===== config.mk =====
export PLATFORM = sky130hd
export DESIGN_NAME = adcsq_sequencer
export DESIGN_NICKNAME = d
export VERILOG_FILES = /design/src/verilog/adcsq_pkg.sv /design/src/verilog/adcsq_sequencer.sv
export SDC_FILE = /design/constraint.sdc
export NUM_CORES = 1
export LEC_CHECK = 0
export BUFFER_PORTS_ARGS = -buffer_cell sky130_fd_sc_hd__buf_4
export CAP_MARGIN = 5
export CORE_UTILIZATION = 50
export CTS_CLUSTER_SIZE = 10
export DETAILED_ROUTE_END_ITERATION = 10
export PLACE_DENSITY = 0.67
export SETUP_SLACK_MARGIN = 0.5
export SYNTH_ARGS = -nofsm -noshare
export SYNTH_HDL_FRONTEND = slang
export SYNTH_SLANG_ARGS = --single-unit

===== constraint.sdc =====
create_clock -name mclk -period 9.9 [get_ports mclk]
set_clock_uncertainty 0.1 [all_clocks]
set_input_delay 0.495 -clock mclk [delete_from_list [all_inputs] [get_ports mclk]]
set_output_delay 0.495 -clock mclk [all_outputs]
set_load 0.01 [all_outputs]

===== src/verilog/adcsq_pkg.sv =====
// ============================================================
// shared constants and carriers for the conversion sequencer
package adcsq_pkg;

  // ==========================================================
  // register map, byte addresses on the wishbone bus
  localparam logic [7:0]  OFS_CTRL       = 8'h00;
  localparam logic [7:0]  OFS_STATUS     = 8'h04;
  localparam logic [7:0]  OFS_RESULT     = 8'h08;

  // control word field positions
  localparam int          CTRL_CHOP      = 0;   // chop_enable_bit
  localparam int          CTRL_DLY_LSB   = 4;   // chop_settle_delay_field, 4 bits
  localparam int          CTRL_PWR_LSB   = 8;   // power_mode_field, 2 bits
  localparam int          CTRL_OSR_LSB   = 12;  // oversampling select, 3 bits
  localparam int          CTRL_ISO       = 16;  // isolated_supply_enable_bit
  localparam int          CTRL_PHASE     = 17;  // phase calibration request
  localparam int          CTRL_DCTEST    = 18;  // dc test signal request

  // status word field positions
  localparam int          STAT_STANDBY   = 0;
  localparam int          STAT_POLARITY  = 1;
  localparam int          STAT_CHOP      = 2;
  localparam int          STAT_PHASE     = 3;
  localparam int          STAT_DCTEST    = 4;
  localparam int          STAT_FIRST     = 5;

  // reset values of control fields
  localparam logic [3:0]  DLY_RESET      = 4'h0;
  localparam logic [1:0]  PWR_RESET      = 2'h2;
  localparam logic [2:0]  OSR_RESET      = 3'h3;

  // ==========================================================
  // serial commands and framing
  localparam logic [15:0] CMD_STANDBY    = 16'h0022;
  localparam logic [15:0] CMD_WAKEUP     = 16'h0033;
  localparam logic [4:0]  WORD_BITS      = 5'h10;

  // ==========================================================
  // conversion timing, in modulator periods
  localparam logic [31:0] OSR_BASE       = 32'h0000_0080;  // smallest ratio, 128
  localparam logic [31:0] CHOP_CONV_MUL  = 32'h0000_0003;  // filter settles in three
  localparam logic [5:0]  FIRST_EXTRA    = 6'h2C;          // 44 periods on first result
  localparam logic [15:0] SYNC_MIN_CYC   = 16'h0002;       // low longer than one mclk

  typedef enum logic [1:0] {SQ_DELAY, SQ_CONV, SQ_HALT} adcsq_seq_t;

  // software configuration
  typedef struct packed {
    logic       chopEn;
    logic [3:0] dlySel;
    logic [1:0] pwr;
    logic [2:0] osrSel;
    logic       isoEn;
    logic       phaseReq;
    logic       dcReq;
  } adcsq_cfg_t;

  // synchronised pins and their previous values
  typedef struct packed {
    logic [1:0] sclkS;
    logic [1:0] csS;
    logic [1:0] dinS;
    logic [1:0] syncS;
    logic       sclkPrev;
    logic       csPrev;
    logic       syncPrev;
  } adcsq_pins_t;

  // serial shifter
  typedef struct packed {
    logic [15:0] rx;
    logic [15:0] tx;
    logic [4:0]  bitCnt;
    logic        dout;
    logic        doutOeN;
  } adcsq_spi_t;

  // whole state of the sequencer
  typedef struct packed {
    adcsq_pins_t pins;
    adcsq_spi_t  spi;
    adcsq_cfg_t  cfg;
    adcsq_seq_t  seq;
    logic [15:0] modCnt;
    logic [31:0] cnt;
    logic        polarity;
    logic        havePrev;
    logic        firstPend;
    logic [5:0]  extraCnt;
    logic [24:0] prevCorr;
    logic [23:0] result;
    logic [23:0] pendResult;
    logic        standby;
    logic        drdyN;
    logic [7:0]  drdyCnt;
    logic [15:0] syncLow;
    logic        phaseOn;
    logic        dcOn;
    logic        ack;
    logic [31:0] rdata;
    logic        filterRst;
    logic        chanOn;
  } adcsq_state_t;

endpackage


===== src/verilog/adcsq_sequencer.sv =====
`timescale 1ns/1ps
// Overview of operation
// - continuous mode: result each ratio modulator periods
// - chop mode alternates input polarity each conversion
// - chop output averages sliding opposite-polarity pairs
// - filter reset on swap, three ratios per conversion
// - settle delay after swap, two to 65536
// - chop period equals delay plus three ratios
// - chop restarts on sync fall or ratio change
// - first chop result: two periods plus 44
// - phase calibration forced off during chop mode
// - dc test signal unavailable during chop mode
// - power field scales bias in both modes
// - command 0022h enters standby, keeps settings
// - command 0033h leaves standby, resumes converting
// - serial link is mode 1, clock idles low
// - shift out on rise, sample on fall
// - chip select high: ignore link, release output
// - chip select rise resets serial state
// - peripheral only, full duplex transfer
// - short sync low synchronises, long low resets
// - data ready active low, spaced by data period
module adcsq_sequencer
  import adcsq_pkg::*;
#(
  parameter int MOD_DIV          = 1,     // mclk cycles per modulator period
  parameter int DATA_READY_N_LOW_CYC     = 4,     // width of the data ready low pulse
  parameter int RESET_THRESH_CYC = 4096   // sync low for this many cycles resets
) (
  input  wire logic        mclk,
  input  wire logic        arst_n,
  // wishbone slave
  input  wire logic        wb_cyc_i,
  input  wire logic        wb_stb_i,
  input  wire logic        wb_we_i,
  input  wire logic [7:0]  wb_adr_i,
  input  wire logic [31:0] wb_dat_i,
  input  wire logic [3:0]  wb_sel_i,
  output logic      [31:0] wb_dat_o,
  output logic             wb_ack_o,
  // serial link pins
  input  wire logic        sclkPin,
  input  wire logic        csPinN,
  input  wire logic        dinPin,
  output logic             doutPin,
  output logic             doutOeN,
  // data ready and sync
  output logic             dataReadyN,
  input  wire logic        syncResetPinN,
  // analog core side
  input  wire logic [23:0] convSample,
  output logic             chopPolarity,
  output logic             filterReset,
  output logic             channelEnable,
  output logic             refPowerUp,
  output logic [1:0]       biasMode,
  output logic             phaseCalEnable,
  output logic             dcTestEnable,
  output logic             isoSupplyEnable
);

  // ==========================================================
  // elaboration checks
  if (MOD_DIV < 1 || MOD_DIV > 65535) begin : g_chk_div
    $error("MOD_DIV out of range");
  end
  if (DATA_READY_N_LOW_CYC < 1 || DATA_READY_N_LOW_CYC > 255) begin : g_chk_data_ready_n
    $error("DATA_READY_N_LOW_CYC out of range");
  end
  if (RESET_THRESH_CYC <= 2 || RESET_THRESH_CYC > 65535) begin : g_chk_rst
    $error("RESET_THRESH_CYC out of range");
  end

  localparam logic [15:0] MOD_LAST   = 16'(MOD_DIV - 1);
  localparam logic [7:0]  DATA_READY_N_LAST  = 8'(DATA_READY_N_LOW_CYC - 1);
  localparam logic [15:0] RESET_LAST = 16'(RESET_THRESH_CYC - 1);

  // ==========================================================
  // reset image of the whole state
  function automatic adcsq_state_t init_state();
    adcsq_state_t s;
    s                = '0;
    s.pins.csS       = 2'h3;
    s.pins.csPrev    = 1'b1;
    s.pins.syncS     = 2'h3;
    s.pins.syncPrev  = 1'b1;
    s.spi.doutOeN    = 1'b1;
    s.cfg.dlySel     = DLY_RESET;
    s.cfg.pwr        = PWR_RESET;
    s.cfg.osrSel     = OSR_RESET;
    s.seq            = SQ_CONV;
    s.drdyN          = 1'b1;
    s.chanOn         = 1'b1;
    return s;
  endfunction
  localparam adcsq_state_t ST_INIT = init_state();

  // control word packing
  function automatic logic [31:0] cfg_word(input adcsq_cfg_t c);
    logic [31:0] w;
    w                                    = '0;
    w[CTRL_CHOP]                         = c.chopEn;
    w[CTRL_DLY_LSB +: 4]                 = c.dlySel;
    w[CTRL_PWR_LSB +: 2]                 = c.pwr;
    w[CTRL_OSR_LSB +: 3]                 = c.osrSel;
    w[CTRL_ISO]                          = c.isoEn;
    w[CTRL_PHASE]                        = c.phaseReq;
    w[CTRL_DCTEST]                       = c.dcReq;
    return w;
  endfunction
  adcsq_state_t r_reg;    // registered state
  adcsq_state_t r_next;   // its next value

  // ==========================================================
  // next-state logic
  always_comb begin
    logic        sclkRise;
    logic        sclkFall;
    logic        csLow;
    logic        csFall;
    logic        syncFall;
    logic        modTick;
    logic        restart;
    logic        emit;
    logic        busHit;
    logic        softReset;
    logic [31:0] mask;
    logic [31:0] wword;
    logic [31:0] osrLen;
    logic [31:0] convLen;
    logic [31:0] dlyLen;
    logic [24:0] corr;
    logic [24:0] sum;
    logic [15:0] word;
    adcsq_cfg_t  newCfg;
    sclkRise  = 1'b0;
    sclkFall  = 1'b0;
    csLow     = 1'b0;
    csFall    = 1'b0;
    syncFall  = 1'b0;
    modTick   = 1'b0;
    restart   = 1'b0;
    emit      = 1'b0;
    busHit    = 1'b0;
    softReset = 1'b0;
    mask      = '0;
    wword     = '0;
    osrLen    = '0;
    convLen   = '0;
    dlyLen    = '0;
    corr      = '0;
    sum       = '0;
    word      = '0;
    newCfg    = r_reg.cfg;
    r_next    = r_reg;
    // pin synchronisers, edges seen on the second stage only
    r_next.pins.sclkS    = {r_reg.pins.sclkS[0], sclkPin};
    r_next.pins.csS      = {r_reg.pins.csS[0], csPinN};
    r_next.pins.dinS     = {r_reg.pins.dinS[0], dinPin};
    r_next.pins.syncS    = {r_reg.pins.syncS[0], syncResetPinN};
    r_next.pins.sclkPrev = r_reg.pins.sclkS[1];
    r_next.pins.csPrev   = r_reg.pins.csS[1];
    r_next.pins.syncPrev = r_reg.pins.syncS[1];
    csLow    = ~r_reg.pins.csS[1];
    csFall   = r_reg.pins.csPrev & ~r_reg.pins.csS[1];
    sclkRise = csLow & r_reg.pins.sclkS[1] & ~r_reg.pins.sclkPrev;
    sclkFall = csLow & ~r_reg.pins.sclkS[1] & r_reg.pins.sclkPrev;
    syncFall = r_reg.pins.syncPrev & ~r_reg.pins.syncS[1];

    // ----------------------------------------------------------
    // wishbone slave: ack one cycle after the strobe, dropped next
    busHit       = wb_cyc_i & wb_stb_i & ~r_reg.ack;
    r_next.ack   = busHit;
    r_next.rdata = '0;
    if (busHit && !wb_we_i) begin
      unique case (wb_adr_i)
        OFS_CTRL:   r_next.rdata = cfg_word(r_reg.cfg);
        OFS_STATUS: begin
          r_next.rdata[STAT_STANDBY]  = r_reg.standby;
          r_next.rdata[STAT_POLARITY] = r_reg.polarity;
          r_next.rdata[STAT_CHOP]     = r_reg.cfg.chopEn;
          r_next.rdata[STAT_PHASE]    = r_reg.phaseOn;
          r_next.rdata[STAT_DCTEST]   = r_reg.dcOn;
          r_next.rdata[STAT_FIRST]    = r_reg.firstPend;
        end
        OFS_RESULT: r_next.rdata = {8'h00, r_reg.result};
        default:    r_next.rdata = '0;   // unmapped reads as zero
      endcase
    end
    if (busHit && wb_we_i && wb_adr_i == OFS_CTRL) begin
      // byte lanes merge into the current control word
      mask   = {{8{wb_sel_i[3]}}, {8{wb_sel_i[2]}}, {8{wb_sel_i[1]}}, {8{wb_sel_i[0]}}};
      wword  = (cfg_word(r_reg.cfg) & ~mask) | (wb_dat_i & mask);
      newCfg.chopEn   = wword[CTRL_CHOP];
      newCfg.dlySel   = wword[CTRL_DLY_LSB +: 4];
      newCfg.pwr      = wword[CTRL_PWR_LSB +: 2];
      newCfg.osrSel   = wword[CTRL_OSR_LSB +: 3];
      newCfg.isoEn    = wword[CTRL_ISO];
      newCfg.phaseReq = wword[CTRL_PHASE];
      newCfg.dcReq    = wword[CTRL_DCTEST];
      r_next.cfg      = newCfg;
      // a new ratio in chop mode restarts every channel together
      if (newCfg.chopEn && newCfg.osrSel != r_reg.cfg.osrSel) begin
        restart = 1'b1;
      end
      // switching mode starts a clean sequence too
      if (newCfg.chopEn != r_reg.cfg.chopEn) begin
        restart = 1'b1;
      end
    end

    // derived outputs of the configuration
    r_next.phaseOn = newCfg.phaseReq & ~newCfg.chopEn;
    r_next.dcOn    = newCfg.dcReq & ~newCfg.chopEn;

    // ----------------------------------------------------------
    // serial peripheral; chip select high parks everything
    if (!csLow) begin
      r_next.spi.bitCnt  = '0;
      r_next.spi.rx      = '0;
      r_next.spi.doutOeN = 1'b1;
      r_next.spi.dout    = 1'b0;
    end else begin
      r_next.spi.doutOeN = 1'b0;
      if (csFall) begin
        // response word: status byte then top result byte
        r_next.spi.tx = {2'h0, r_reg.firstPend, r_reg.dcOn, r_reg.phaseOn,
                         r_reg.cfg.chopEn, r_reg.polarity, r_reg.standby,
                         r_reg.result[23:16]};
      end
      if (sclkRise) begin
        r_next.spi.dout = r_reg.spi.tx[15];
        r_next.spi.tx   = {r_reg.spi.tx[14:0], 1'b0};
      end
      if (sclkFall) begin
        word              = {r_reg.spi.rx[14:0], r_reg.pins.dinS[1]};
        r_next.spi.rx     = word;
        r_next.spi.bitCnt = r_reg.spi.bitCnt + 5'h01;
        if (r_reg.spi.bitCnt == WORD_BITS - 5'h01) begin
          r_next.spi.bitCnt = '0;
          if (word == CMD_STANDBY) begin
            r_next.standby = 1'b1;
          end else if (word == CMD_WAKEUP && r_reg.standby) begin
            r_next.standby = 1'b0;
            restart        = 1'b1;
          end
        end
      end
    end

    // ----------------------------------------------------------
    // sync pin: falling edge restarts, long low resets
    if (!r_reg.pins.syncS[1]) begin
      if (r_reg.syncLow != 16'hFFFF) begin
        r_next.syncLow = r_reg.syncLow + 16'h0001;
      end
      if (r_reg.syncLow == RESET_LAST) begin
        softReset = 1'b1;
      end
    end else begin
      r_next.syncLow = '0;
    end
    // restart at the edge itself; a glitch shorter than the minimum is
    // filtered by the synchroniser sampling, not by waiting here
    if (syncFall) begin
      restart = 1'b1;
    end

    // ----------------------------------------------------------
    // modulator period timebase
    modTick       = (r_reg.modCnt == MOD_LAST);
    r_next.modCnt = modTick ? 16'h0000 : r_reg.modCnt + 16'h0001;
    osrLen  = OSR_BASE << r_reg.cfg.osrSel;
    convLen = r_reg.cfg.chopEn ? osrLen * CHOP_CONV_MUL : osrLen;
    dlyLen  = 32'h0000_0002 << r_reg.cfg.dlySel;
    // chop correction: reversed conversions are negated before averaging
    corr = r_reg.polarity ? -{convSample[23], convSample} : {convSample[23], convSample};
    sum  = corr + r_reg.prevCorr;

    // ----------------------------------------------------------
    // conversion sequencer
    unique case (r_reg.seq)
      SQ_DELAY: begin
        // inputs settle after the swap before the filter runs
        if (modTick) begin
          r_next.cnt = r_reg.cnt + 32'h0000_0001;
          if (r_reg.cnt == dlyLen - 32'h0000_0001) begin
            r_next.cnt = '0;
            r_next.seq = SQ_CONV;
          end
        end
      end
      SQ_CONV: begin
        if (modTick) begin
          r_next.cnt = r_reg.cnt + 32'h0000_0001;
          if (r_reg.cnt >= convLen - 32'h0000_0001) begin
            r_next.cnt = '0;
            if (!r_reg.cfg.chopEn) begin
              r_next.result = convSample;
              emit          = 1'b1;
            end else begin
              r_next.polarity = ~r_reg.polarity;
              r_next.prevCorr = corr;
              r_next.havePrev = 1'b1;
              r_next.seq      = SQ_DELAY;
              if (r_reg.havePrev) begin
                // every pair waits out the filter latency, so spacing stays one period
                r_next.pendResult = sum[24:1];
                r_next.extraCnt   = FIRST_EXTRA;
                r_next.firstPend  = 1'b0;
              end
            end
          end
        end
      end
      SQ_HALT: begin
        r_next.cnt = '0;
      end
      default: r_next.seq = SQ_HALT;
    endcase
    // output latency runs beside the next delay phase
    if (modTick && r_reg.extraCnt != 6'h00) begin
      r_next.extraCnt = r_reg.extraCnt - 6'h01;
      if (r_reg.extraCnt == 6'h01) begin
        r_next.result = r_reg.pendResult;
        emit          = 1'b1;
      end
    end
    // restart of all channels from a clean normal-polarity state
    if (restart) begin
      r_next.cnt       = '0;
      r_next.polarity  = 1'b0;
      r_next.havePrev  = 1'b0;
      r_next.extraCnt  = '0;
      r_next.firstPend = newCfg.chopEn;
      r_next.seq       = newCfg.chopEn ? SQ_DELAY : SQ_CONV;
      emit             = 1'b0;
    end
    // standby stops conversions but keeps configuration
    if (r_next.standby) begin
      r_next.seq      = SQ_HALT;
      r_next.extraCnt = '0;
      emit            = 1'b0;
    end

    // data ready: a low pulse per new result
    if (emit) begin
      r_next.drdyN   = 1'b0;
      r_next.drdyCnt = DATA_READY_N_LAST;
    end else if (r_reg.drdyCnt != 8'h00) begin
      r_next.drdyCnt = r_reg.drdyCnt - 8'h01;
    end else begin
      r_next.drdyN = 1'b1;
    end

    // long sync low: everything back to reset, pins keep tracking
    if (softReset) begin
      r_next         = ST_INIT;
      r_next.pins    = {r_reg.pins.sclkS[0], sclkPin, r_reg.pins.csS[0], csPinN,
                        r_reg.pins.dinS[0], dinPin, r_reg.pins.syncS[0], syncResetPinN,
                        r_reg.pins.sclkS[1], r_reg.pins.csS[1], r_reg.pins.syncS[1]};
      r_next.syncLow = r_reg.syncLow + 16'h0001;   // counts on, so no repeat while low
    end
    // copies registered here so every output comes straight from a flop
    r_next.filterRst = (r_next.seq != SQ_CONV);
    r_next.chanOn    = ~r_next.standby;
  end
  // ==========================================================
  // state register
  always_ff @(posedge mclk or negedge arst_n) begin
    if (!arst_n) begin
      r_reg <= ST_INIT;
    end else begin
      r_reg <= r_next;
    end
  end

  // ==========================================================
  // outputs, all straight from the state register
  assign wb_dat_o        = r_reg.rdata;
  assign wb_ack_o        = r_reg.ack;
  assign doutPin         = r_reg.spi.dout;
  assign doutOeN         = r_reg.spi.doutOeN;
  assign dataReadyN      = r_reg.drdyN;
  assign chopPolarity    = r_reg.polarity;
  assign filterReset     = r_reg.filterRst;
  assign channelEnable   = r_reg.chanOn;
  assign refPowerUp      = r_reg.chanOn;
  assign biasMode        = r_reg.cfg.pwr;
  assign phaseCalEnable  = r_reg.phaseOn;
  assign dcTestEnable    = r_reg.dcOn;
  assign isoSupplyEnable = r_reg.cfg.isoEn;

endmodule

==> results_dict.tcl, run 1 <==
set metrics [dict create \
    yosysTopAreaCell "dfrtp_1" \
    whs_endpoint "biasMode[1]" \
    cp_data_arrival_time_ns 5.31 \
    start_util_pct 51.3 \
    synthTopCellsByCount "dfrtp_1 (236), nor2_1 (182), nand2_1 (175)" \
    synth.distinct_cells 86 \
    fin_cells 2044 \
    synth_edf_count 0 \
    drt_iter0_drc 826 \
    vias_per_cell 5.69 \
    grt_max_degree 98 \
    row_count 61 \
    hold_class "input pin to flop" \
    switching_share_pct 27.6 \
    p_sw_uw 660 \
    drive_gt1_share_pct 10.7 \
    grt.overflow.total 0 \
    synth_top_cell_area_share_pct 41.0 \
    ir_worst_vdd_mv 0.143 \
    grt_pass1_wl_um 56400 \
    synth-main-ff-cell "dfrtp_1" \
    io_pins 122 \
    period_needed_ns 5.01 \
    regArea_um2 6250 \
    syn_avg_cell_area_um2 9.04 \
    final_nets 1788 \
    ctsLongestPathBuffers 3 \
    wire_per_inst_um 16.9 \
    cp_max_fo 28 \
    worstSkewPairLatency_ns 0.56 \
    ant_nets 0 \
    dp.cells 1984 \
    p_int_mw 1.73 \
    antenna_cells 0 \
    slew_violations 0 \
    place.gp.congestion 0.883 \
    max_cap_violations 0 \
    synthArstFlopShare_pct 100 \
    dieArea_um2 29500 \
    multiInputGateArea_um2 7480 \
    die_y_um 172 \
    whs_ns 0.0834 \
    pre_cts_ws_ns 4.92 \
    syn-cell-area_um2 14400 \
    vias 11600 \
    ys_top_cells_by_area "dfrtp_1 (41%), ha_1 (5.8%), a21oi_1 (4.8%)" \
    fin_tns_setup_ns 0 \
    power.share.sequential_pct 44.7 \
    cts_setup_buffers 0 \
    track_usage_pct 24.0 \
    max_freq_ghz 0.200 \
    fill_cells 2530 \
    synth_warnings 0 \
    path_clk_slew_ns 0.06 \
    rsz0062_at_grt "no" \
    route.final.wire_length_um 34600 \
    hold_viol 0 \
    path_class "flop to flop" \
    reg2reg_from "r_reg[199]" \
    slew_headroom_pct 18.7 \
    holdPathStages 3 \
    postSynthCellCount 1593 \
    core_um2 28100 \
    portBuffers 93 \
    p_per_area_nw_per_um2 149 \
    finalSetupViolCount 0 \
    drt-pass1-iter-count 7 \
    synth_most_common_cell "dfrtp_1" \
    cp-end-kind "flop" \
    worstPathRequired_ns 10.20 \
    p_comb_share_pct 13.6 \
    dp_hpwl_um 23700 \
    clockRootBuffer "clkbuf_16" \
    finalCritPeriodShare_pct 50.6 \
    r2r-end "r_reg[134]" \
    cp-start-kind "flop" \
    die_x_um 172 \
    numCtsBuffers 30 \
    postCtsHoldBufs 5 \
    p_leak_nw 7.07 \
    grt_pass1_vias 11000 \
    hold_start "wb_dat_i[9]" \
    r2r_slack_ns 4.89 \
    htreeDepth 1 \
    largest_reg_flops 213 \
    status "finished, final reports clean" \
    syn2layout_area_growth_pct 11.6 \
    synth_seq_cells 249 \
    reg2reg_depth 19 \
    synth-seq-area-share_pct 43.4 \
    pwr-share-clk_pct 41.7 \
    tightest_slew_ns 1.22 \
    antenna_found_initial 1 \
    cts_tree "done" \
    layout_setup_ws_ns 4.89 \
    cts_resized 0 \
    drc 0 \
    numClockSinks 249 \
]
[power by group through the flow]
stage	Sequential [mW]	Combinational (mW)	Clock, mW
after floorplan	1.08	0.244	0
after global placement	1.08	0.318	0
after detailed placement	1.08	0.325	0
after CTS	1.07	0.329	1.02
after global routing	1.07	0.366	1.06
final	1.07	0.326	0.995
[worst max-delay path, stage by stage, from the launching register on]
cell     delay, ns
dfstp_2       0.73
xnor2_1       0.16
nor2_1        0.06
ha_1          0.36
nand2_1       0.16
o21ai_0       0.12
nor2_1        0.11
nor2_1        0.05
ha_1          0.28
a211o_1       0.27
a31oi_1       0.20
o21a_1        0.14
o21ai_1       0.08
a211o_1       0.35
or2_1         0.34
nand2_1       0.66
nor2_2        0.09
buf_4         0.28
mux2i_1       0.21
nor2_1        0.06
[how the worst max path moves through the flow]
stage,start,endpoint,slack (ns)
CTS,r_reg[199],r_reg[134],4.91
detailed placement,r_reg[199],r_reg[134],4.92
global route,r_reg[199],r_reg[134],4.62
finish,r_reg[199],r_reg[134],4.89
global placement,r_reg[199],r_reg[134],4.96
floorplan,r_reg[198],r_reg[100],5.71
[cell families (layout without fill, tap and decap cells)]
family                   after synthesis  after routing  share of synthesized area, %
AND/OR/NAND/NOR                      603            603                          20.1
adder cells (fa/ha/maj)               68             68                          5.96
multiplexers                          41             41                          2.86
buffers and inverters                154            205                          5.27
XOR/XNOR                             112            112                          6.86
flip-flops                           249            249                          43.4
other                                  2             24                        0.0521
AO/OA/AOI/OAI                        364            364                          15.6
[metal layers]
layer	vias to the layer above	GRT usage, %	part of all wire [%]
met4	0	5.58	1.7
met2	282	38.1	45
met3	43	3.38	5.4
met1	5669	34.5	48
met5	-	0	0
li1	5646	-	-
[cell type report]
class,count,area share (%)
inverters,39,0.911
well taps,378,2.94
repair buffers,111,5.31
multi-input cells,1212,46.5
clock inverters,4,0.218
flip-flops and latches,249,38.9
clock buffers,51,5.22
[stage by stage]
stage	power, mW	instance area, µm²	utilization, %
2_1_floorplan	1.32	14500	-
3_3_place_gp	1.40	15200	54.0
3_5_place_dp	1.41	15200	54.0
4_1_cts	2.41	16100	57.2
5_1_grt	2.49	16100	57.2
6_report	2.39	16100	57.2
[cells in the final DEF (no fill, tap or decap), types with 15 or more instances in the layout]
| master | count |
|---|---|
| dfrtp_1 | 236 |
| nor2_1 | 181 |
| nand2_1 | 175 |
| a21oi_1 | 137 |
| buf_4 | 105 |
| o21ai_0 | 87 |
| ha_1 | 67 |
| xnor2_1 | 65 |
| nand3_1 | 58 |
| xor2_1 | 46 |
| mux2i_1 | 40 |
| inv_1 | 39 |
| nor3_1 | 35 |
| clkbuf_16 | 30 |
| conb_1 | 24 |
| clkbuf_1 | 20 |
| and3_1 | 19 |
| nand4_1 | 18 |
| a22oi_1 | 18 |
| and2_1 | 17 |
| or3_1 | 15 |
Power figures use the tool's default switching activity.
==> run 2: changes to the inputs <==
--- a/config.mk
+++ b/config.mk
@@ -10,7 +10,7 @@
 export CORE_UTILIZATION = 50
 export CTS_CLUSTER_SIZE = 10
 export DETAILED_ROUTE_END_ITERATION = 10
-export PLACE_DENSITY = 0.67
+export PLACE_DENSITY = 0.69
 export SETUP_SLACK_MARGIN = 0.5
 export SYNTH_ARGS = -nofsm -noshare
 export SYNTH_HDL_FRONTEND = slang
==> constraint.sdc (replaced) <==
create_clock -name mclk -period 4.48 [get_ports mclk]
set_clock_uncertainty 0.1 [all_clocks]
set_input_delay 0.224 -clock mclk [delete_from_list [all_inputs] [get_ports mclk]]
set_output_delay 0.224 -clock mclk [all_outputs]
set_load 0.01 [all_outputs]
==> run 2 against run 1 <==
Net effect: maximum frequency is 30% higher; non-clock buffer count is 90 higher; utilization is 3.9 points higher; hold slack worse by 0.060 ns; wire length is 6.1% higher; power is 130% higher; flip-flop and latch count stayed put; first-iteration DRC count is 33% higher; critical endpoint is now filterReset; largest power group unchanged; highest routed layer unchanged.
==> results_dict.tcl, run 2 (synthesis gave the netlist of run 1 again) <==
set metrics [dict create \
    worstSkewPairLatency_ns 0.56 \
    pre_cts_ws_ns 0.0420 \
    numCtsBuffers 30 \
    cp_top_family "compound AO/OA/AOI/OAI gates" \
    layout_setup_ws_ns 0.622 \
    drt-pass1-iter-count 7 \
    fill_cells 2359 \
    start_util_pct 51.3 \
    cp-end-kind "flop" \
    slew_headroom_pct 25.3 \
    grt.overflow.total 0 \
    slew_violations 0 \
    largest_reg_flops 213 \
    grt_max_degree 123 \
    numClockSinks 249 \
    track_usage_pct 25.0 \
    crit_chain "xnor2_1 -> nor2_1 -> ha_1 -> nand2_2 -> o21ai_1 -> nor2_1 -> nor2_1 -> ha_1 -> a211o_1 -> a31oi_1 -> o21a_1 -> o21ai_1 -> a211o_1 -> or2_4 -> buf_6 -> nand3_2 -> a21oi_1 -> or3_1 -> a211o_1" \
    period_needed_ns 3.86 \
    cts_tree "done" \
    regArea_um2 6250 \
    final_nets 1879 \
    p_leak_nw 7.50 \
    power.share.sequential_pct 43.2 \
    hold_class "input pin to flop" \
    pwr-share-clk_pct 41.8 \
    finalCritPeriodShare_pct 86.1 \
    wire_per_inst_um 17.2 \
    cpPeakStageDelay_ns 0.55 \
    p_sw_mw 1.49 \
    portBuffers 93 \
    ir_worst_vdd_mv 0.271 \
    finalSetupViolCount 0 \
    power.total_mw 5.46 \
    tightest_slew_ns 1.12 \
    cp-start-kind "flop" \
    place.gp.congestion 0.875 \
    ctsLongestPathBuffers 3 \
    row_count 61 \
    max_freq_ghz 0.259 \
    antenna_cells 0 \
    whs_ns 0.0232 \
    worstPathRequired_ns 4.83 \
    ant_nets 0 \
    status "finished, final reports clean" \
    multiInputGateArea_um2 7620 \
    grt_pass1_vias 11400 \
    drive_gt1_share_pct 13.8 \
    p_per_area_nw_per_um2 318 \
    final_cell_area_um2 17200 \
    dp_hpwl_um 24300 \
    cp_max_fo 5 \
    mostFrequentLayoutCells "dfrtp_1 (234), nor2_1 (176), nand2_1 (172)" \
    core_um2 28100 \
    die_y_um 172 \
    p_int_mw 3.97 \
    antenna_found_initial 0 \
    io_pins 122 \
    placed_cell_area_um2 15300 \
    final_common_cell "dfrtp_1" \
    crit_path_top_delay_cell "dfstp_2" \
    p_comb_share_pct 14.9 \
    drt_iter0_drc 1100 \
    route.final.wire_length_um 36700 \
    grt_pass1_wl_um 58800 \
    vias 12100 \
    die_x_um 172 \
    htreeDepth 1 \
    cp_data_arrival_time_ns 4.21 \
    dieArea_um2 29500 \
    syn2layout_area_growth_pct 19.2 \
    fin_tns_setup_ns 0 \
    max_cap_violations 0 \
    clockRootBuffer "clkbuf_16" \
    path_class "flop to flop" \
    crit_buf_inv 1 \
    hold_viol 0 \
    vias_per_cell 5.66 \
    path_clk_slew_ns 0.06 \
    rsz0062_at_grt "yes" \
    switching_share_pct 27.3 \
    drc 0 \
]
run 2: cell count changes in the layout (fill, tap and decap cells not counted), sizes merged:
| cell | delta |
|---|---|
| dlygate4sd3 | +56 |
| buf | +32 |
| clkinv | -1 |
| clkinvlp | +1 |
| clkbuf | +3 |
| bufinv | +1 |
| nor2 | +1 |
| inv | -1 |
run 2: what timing repair did:
| item | CTS | global route |
|---|---|---|
| resized for setup | 12 | 39 |
| gates cloned | 0 | 3 |
| hold buffers | 61 | 0 |
| hold endpoints to repair | 173 | 0 |
| pin swaps | 5 | 7 |
| setup buffers | 6 | 8 |
| endpoints found under the setup margin | 112 | 110 |
run 2: area by class of cell:
type                            instances  share of cell area, %
Timing Repair Buffer                  201                   10.2
Sequential cell                       249                   36.4
Clock inverter                          4                  0.423
Clock buffer                           52                   4.97
Multi-Input combinational cell       1213                   44.4
Tap cell                              378                   2.76
Inverter                               39                  0.853
run 2: final timing paths:
path                             start  cells past startpoint              end  slack, ns
max                         r_reg[198]                     19      filterReset       0.62
min                        wb_sel_i[2]                      4  isoSupplyEnable       0.02
max reg2reg                 r_reg[198]                     19      filterReset       0.62
min reg2reg                 r_reg[252]                      0       r_reg[253]       0.25
max in group asynchronous       arst_n                      3          doutOeN       2.98
min in group asynchronous       arst_n                      2       r_reg[173]       0.25
run 2: worst min-delay path, delay by kind of cell:
kind                   cells  cell delay (ns)
AND/OR/NAND/NOR            2             0.27
buffers and inverters      1             0.09
AO/OA/AOI/OAI              1             0.06
run 2: power groups by stage:
stage | clock (mW) | sequential, mW | combinational [mW]
after global placement | 0 | 2.40 | 0.741
after CTS | 2.34 | 2.36 | 0.794
after floorplan | 0 | 2.38 | 0.539
final | 2.29 | 2.36 | 0.816
after global routing | 2.43 | 2.37 | 0.912
after detailed placement | 0 | 2.40 | 0.750
run 2: routing by layer:
metal	vias up	routed length [µm]	share of wire (%)	global-route usage, %
li1	5829	-	-	-
met1	5865	16800	46	34.8
met2	351	17000	46	40.7
met3	52	2240	6.1	3.87
met4	0	739	2.0	6.31
met5	-	0	0	0
run 2: metrics by stage:
step	instances	utilization [%]
CTS	2125	60.3
global route	2136	61.1
global placement	2002	54.5
finish	2136	61.1
detailed placement	2002	54.5
floorplan	1615	-
==> run 3: changes to the inputs <==
--- a/config.mk
+++ b/config.mk
@@ -5,12 +5,14 @@
 export SDC_FILE = /design/constraint.sdc
 export NUM_CORES = 1
 export LEC_CHECK = 0
-export BUFFER_PORTS_ARGS = -buffer_cell sky130_fd_sc_hd__buf_4
+export BUFFER_PORTS_ARGS = -buffer_cell sky130_fd_sc_hd__buf_2
 export CAP_MARGIN = 5
-export CORE_UTILIZATION = 50
+export CELL_PAD_IN_SITES_DETAIL_PLACEMENT = 0
+export CELL_PAD_IN_SITES_GLOBAL_PLACEMENT = 2
+export CORE_UTILIZATION = 34
 export CTS_CLUSTER_SIZE = 10
 export DETAILED_ROUTE_END_ITERATION = 10
-export PLACE_DENSITY = 0.69
+export PLACE_DENSITY = 0.74
 export SETUP_SLACK_MARGIN = 0.5
 export SYNTH_ARGS = -nofsm -noshare
 export SYNTH_HDL_FRONTEND = slang
==> run 3 against run 2 <==
Net effect: via count fell by 1.7%; utilization down 20 points; setup slack worse by 0.090 ns; non-clock buffer count fell by 2; flip-flop and latch count unchanged; global-route usage decreased by 6.9 points; critical path depth shrank 1; maximum frequency is 2.3% lower; register-to-register slack got worse by 0.09 ns; wire length grew 7.5%; highest routed layer unchanged; count of clock-buffer cells in the layout up 1.
==> results_dict.tcl, run 3 (synthesis gave the netlist of run 1 again) <==
set metrics [dict create \
    die_y_um 208 \
    regArea_um2 6250 \
    p_comb_share_pct 15.3 \
    largest_reg_flops 213 \
    grt.overflow.total 0 \
    route.final.wire_length_um 39500 \
    endpoint "filterReset" \
    fin_cells 2296 \
    r2r-end "filterReset" \
    worstSkewPairLatency_ns 0.58 \
    drt-pass1-iter-count 7 \
    slew_violations 0 \
    cpPeakStageDelay_ns 0.54 \
    path_class "flop to flop" \
    max_cap_violations 0 \
    cp_max_fo 6 \
    final_nets 1877 \
    vias_per_cell 5.18 \
    finalSetupViolCount 0 \
    switching_share_pct 27.7 \
    row_count 75 \
    path_clk_slew_ns 0.06 \
    pwr-share-clk_pct 43.1 \
    mostFrequentLayoutCells "dfrtp_1 (233), nor2_1 (178), nand2_1 (172)" \
    crit_top_cell "nor2_1" \
    path_depth 18 \
    final_common_cell "dfrtp_1" \
    placed_cell_area_um2 15300 \
    r2r_slack_ns 0.53 \
    drc 0 \
    p_per_area_nw_per_um2 328 \
    cp-end-kind "flop" \
    cp-start-kind "flop" \
    clockRootBuffer "clkbuf_16" \
    reg2reg_depth 18 \
    p_sw_mw 1.57 \
    max_freq_ghz 0.253 \
    dieArea_um2 43200 \
    ctsLongestPathBuffers 3 \
    antenna_cells 0 \
    final_cell_area_um2 17300 \
    wire_per_inst_um 17.2 \
    fill_cells 4190 \
    drive_gt1_share_pct 14.3 \
    cp_top_family "compound AO/OA/AOI/OAI gates" \
    numCtsBuffers 31 \
    ir_worst_vdd_mv 0.373 \
    antenna_found_initial 1 \
    numClockSinks 249 \
    rsz0062_at_grt "yes" \
    p_int_mw 4.09 \
    cts_tree "done" \
    crit_path_top_delay_cell "dfstp_2" \
    hold_class "input pin to flop" \
    slew_headroom_pct 18.4 \
    io_pins 122 \
    core_um2 41900 \
    layout_setup_ws_ns 0.533 \
    pre_cts_ws_ns 0.157 \
    portBuffers 93 \
    fin_util_pct 41.3 \
    multiInputGateArea_um2 7650 \
    whs_ns 0.0298 \
    place.gp.congestion 0.833 \
    hold_viol 0 \
    htreeDepth 1 \
    die_x_um 208 \
    cp_data_arrival_time_ns 4.30 \
    tightest_slew_ns 1.22 \
    worstPathRequired_ns 4.83 \
    status "finished, final reports clean" \
    power.total_mw 5.66 \
    dp.cells 2165 \
    grt_max_degree 115 \
    start_util_pct 34.4 \
    vias 11900 \
    finalCritPeriodShare_pct 88.1 \
    crit_chain "xnor2_1 -> nor2_1 -> ha_1 -> nand2_2 -> o21ai_1 -> nor2_1 -> nor2_1 -> ha_1 -> a211o_1 -> a31oi_2 -> o21a_1 -> o21ai_2 -> a211o_4 -> or2_4 -> nand3_2 -> a21oi_1 -> or3_1 -> a211o_1" \
    crit_start "r_reg[199]" \
    crit_buf_inv 0 \
    syn2layout_area_growth_pct 20.0 \
    fin_tns_setup_ns 0 \
    grt_pass1_wl_um 63400 \
    track_usage_pct 18.2 \
    grt_pass1_vias 11400 \
    period_needed_ns 3.95 \
    dp_hpwl_um 26900 \
    reg2reg_from "r_reg[199]" \
    p_leak_nw 7.52 \
    ant_nets 0 \
    power.share.sequential_pct 41.6 \
    drt_iter0_drc 742 \
]
[run 3: how the worst min path moves through the flow]
stage | depth (start not counted) | slack [ns] | start | to
4_1_cts | 5 | 0.004 | convSample[5] | r_reg[117]
6_report | 5 | 0.03 | convSample[5] | r_reg[117]
2_1_floorplan | 0 | -0.17 | arst_n | biasMode[0]
3_5_place_dp | 1 | 0.23 | syncResetPinN | r_reg[250]
3_3_place_gp | 1 | 0.23 | syncResetPinN | r_reg[250]
5_1_grt | 5 | 0.04 | convSample[5] | r_reg[117]
[run 3: area by class of cell]
class,instances,area share (%)
Clock buffer,53,5.31
Clock inverter,5,0.391
Inverter,39,0.847
Multi-Input combinational cell,1212,44.3
Sequential cell,249,36.2
Tap cell,539,3.90
Timing Repair Buffer,199,9.12
[run 3: metal layers]
layer | GRT usage [%] | routed length [µm] | part of all wire (%)
met5 | 0 | 0 | 0
met3 | 2.57 | 1670 | 4.2
met1 | 26.7 | 19800 | 50
met2 | 28.2 | 17400 | 44
met4 | 4.09 | 574 | 1.5
[run 3: tightest hold or removal path: stages]
cell and delay, ns:
buf_2 0.11, o31ai_1 0.08, xnor2_1 0.14, nand2_1 0.06, a21oi_1 0.05
[run 3: timing repair]
action	4_1_cts	5_1_grt
hold endpoints to repair	171	0
resized for setup	8	44
buffers inserted	2	8
cloned	0	3
pin swaps	3	29
hold buffers	60	0
setup endpoints to repair	123	122
[run 3: power by group through the flow]
| stage | Clock [mW] | Sequential, mW | Combinational, mW |
|---|---|---|---|
| after floorplan | 0 | 2.38 | 0.539 |
| after global placement | 0 | 2.39 | 0.776 |
| after detailed placement | 0 | 2.39 | 0.778 |
| after CTS | 2.53 | 2.35 | 0.816 |
| after global routing | 2.61 | 2.36 | 0.969 |
| final | 2.44 | 2.36 | 0.865 |
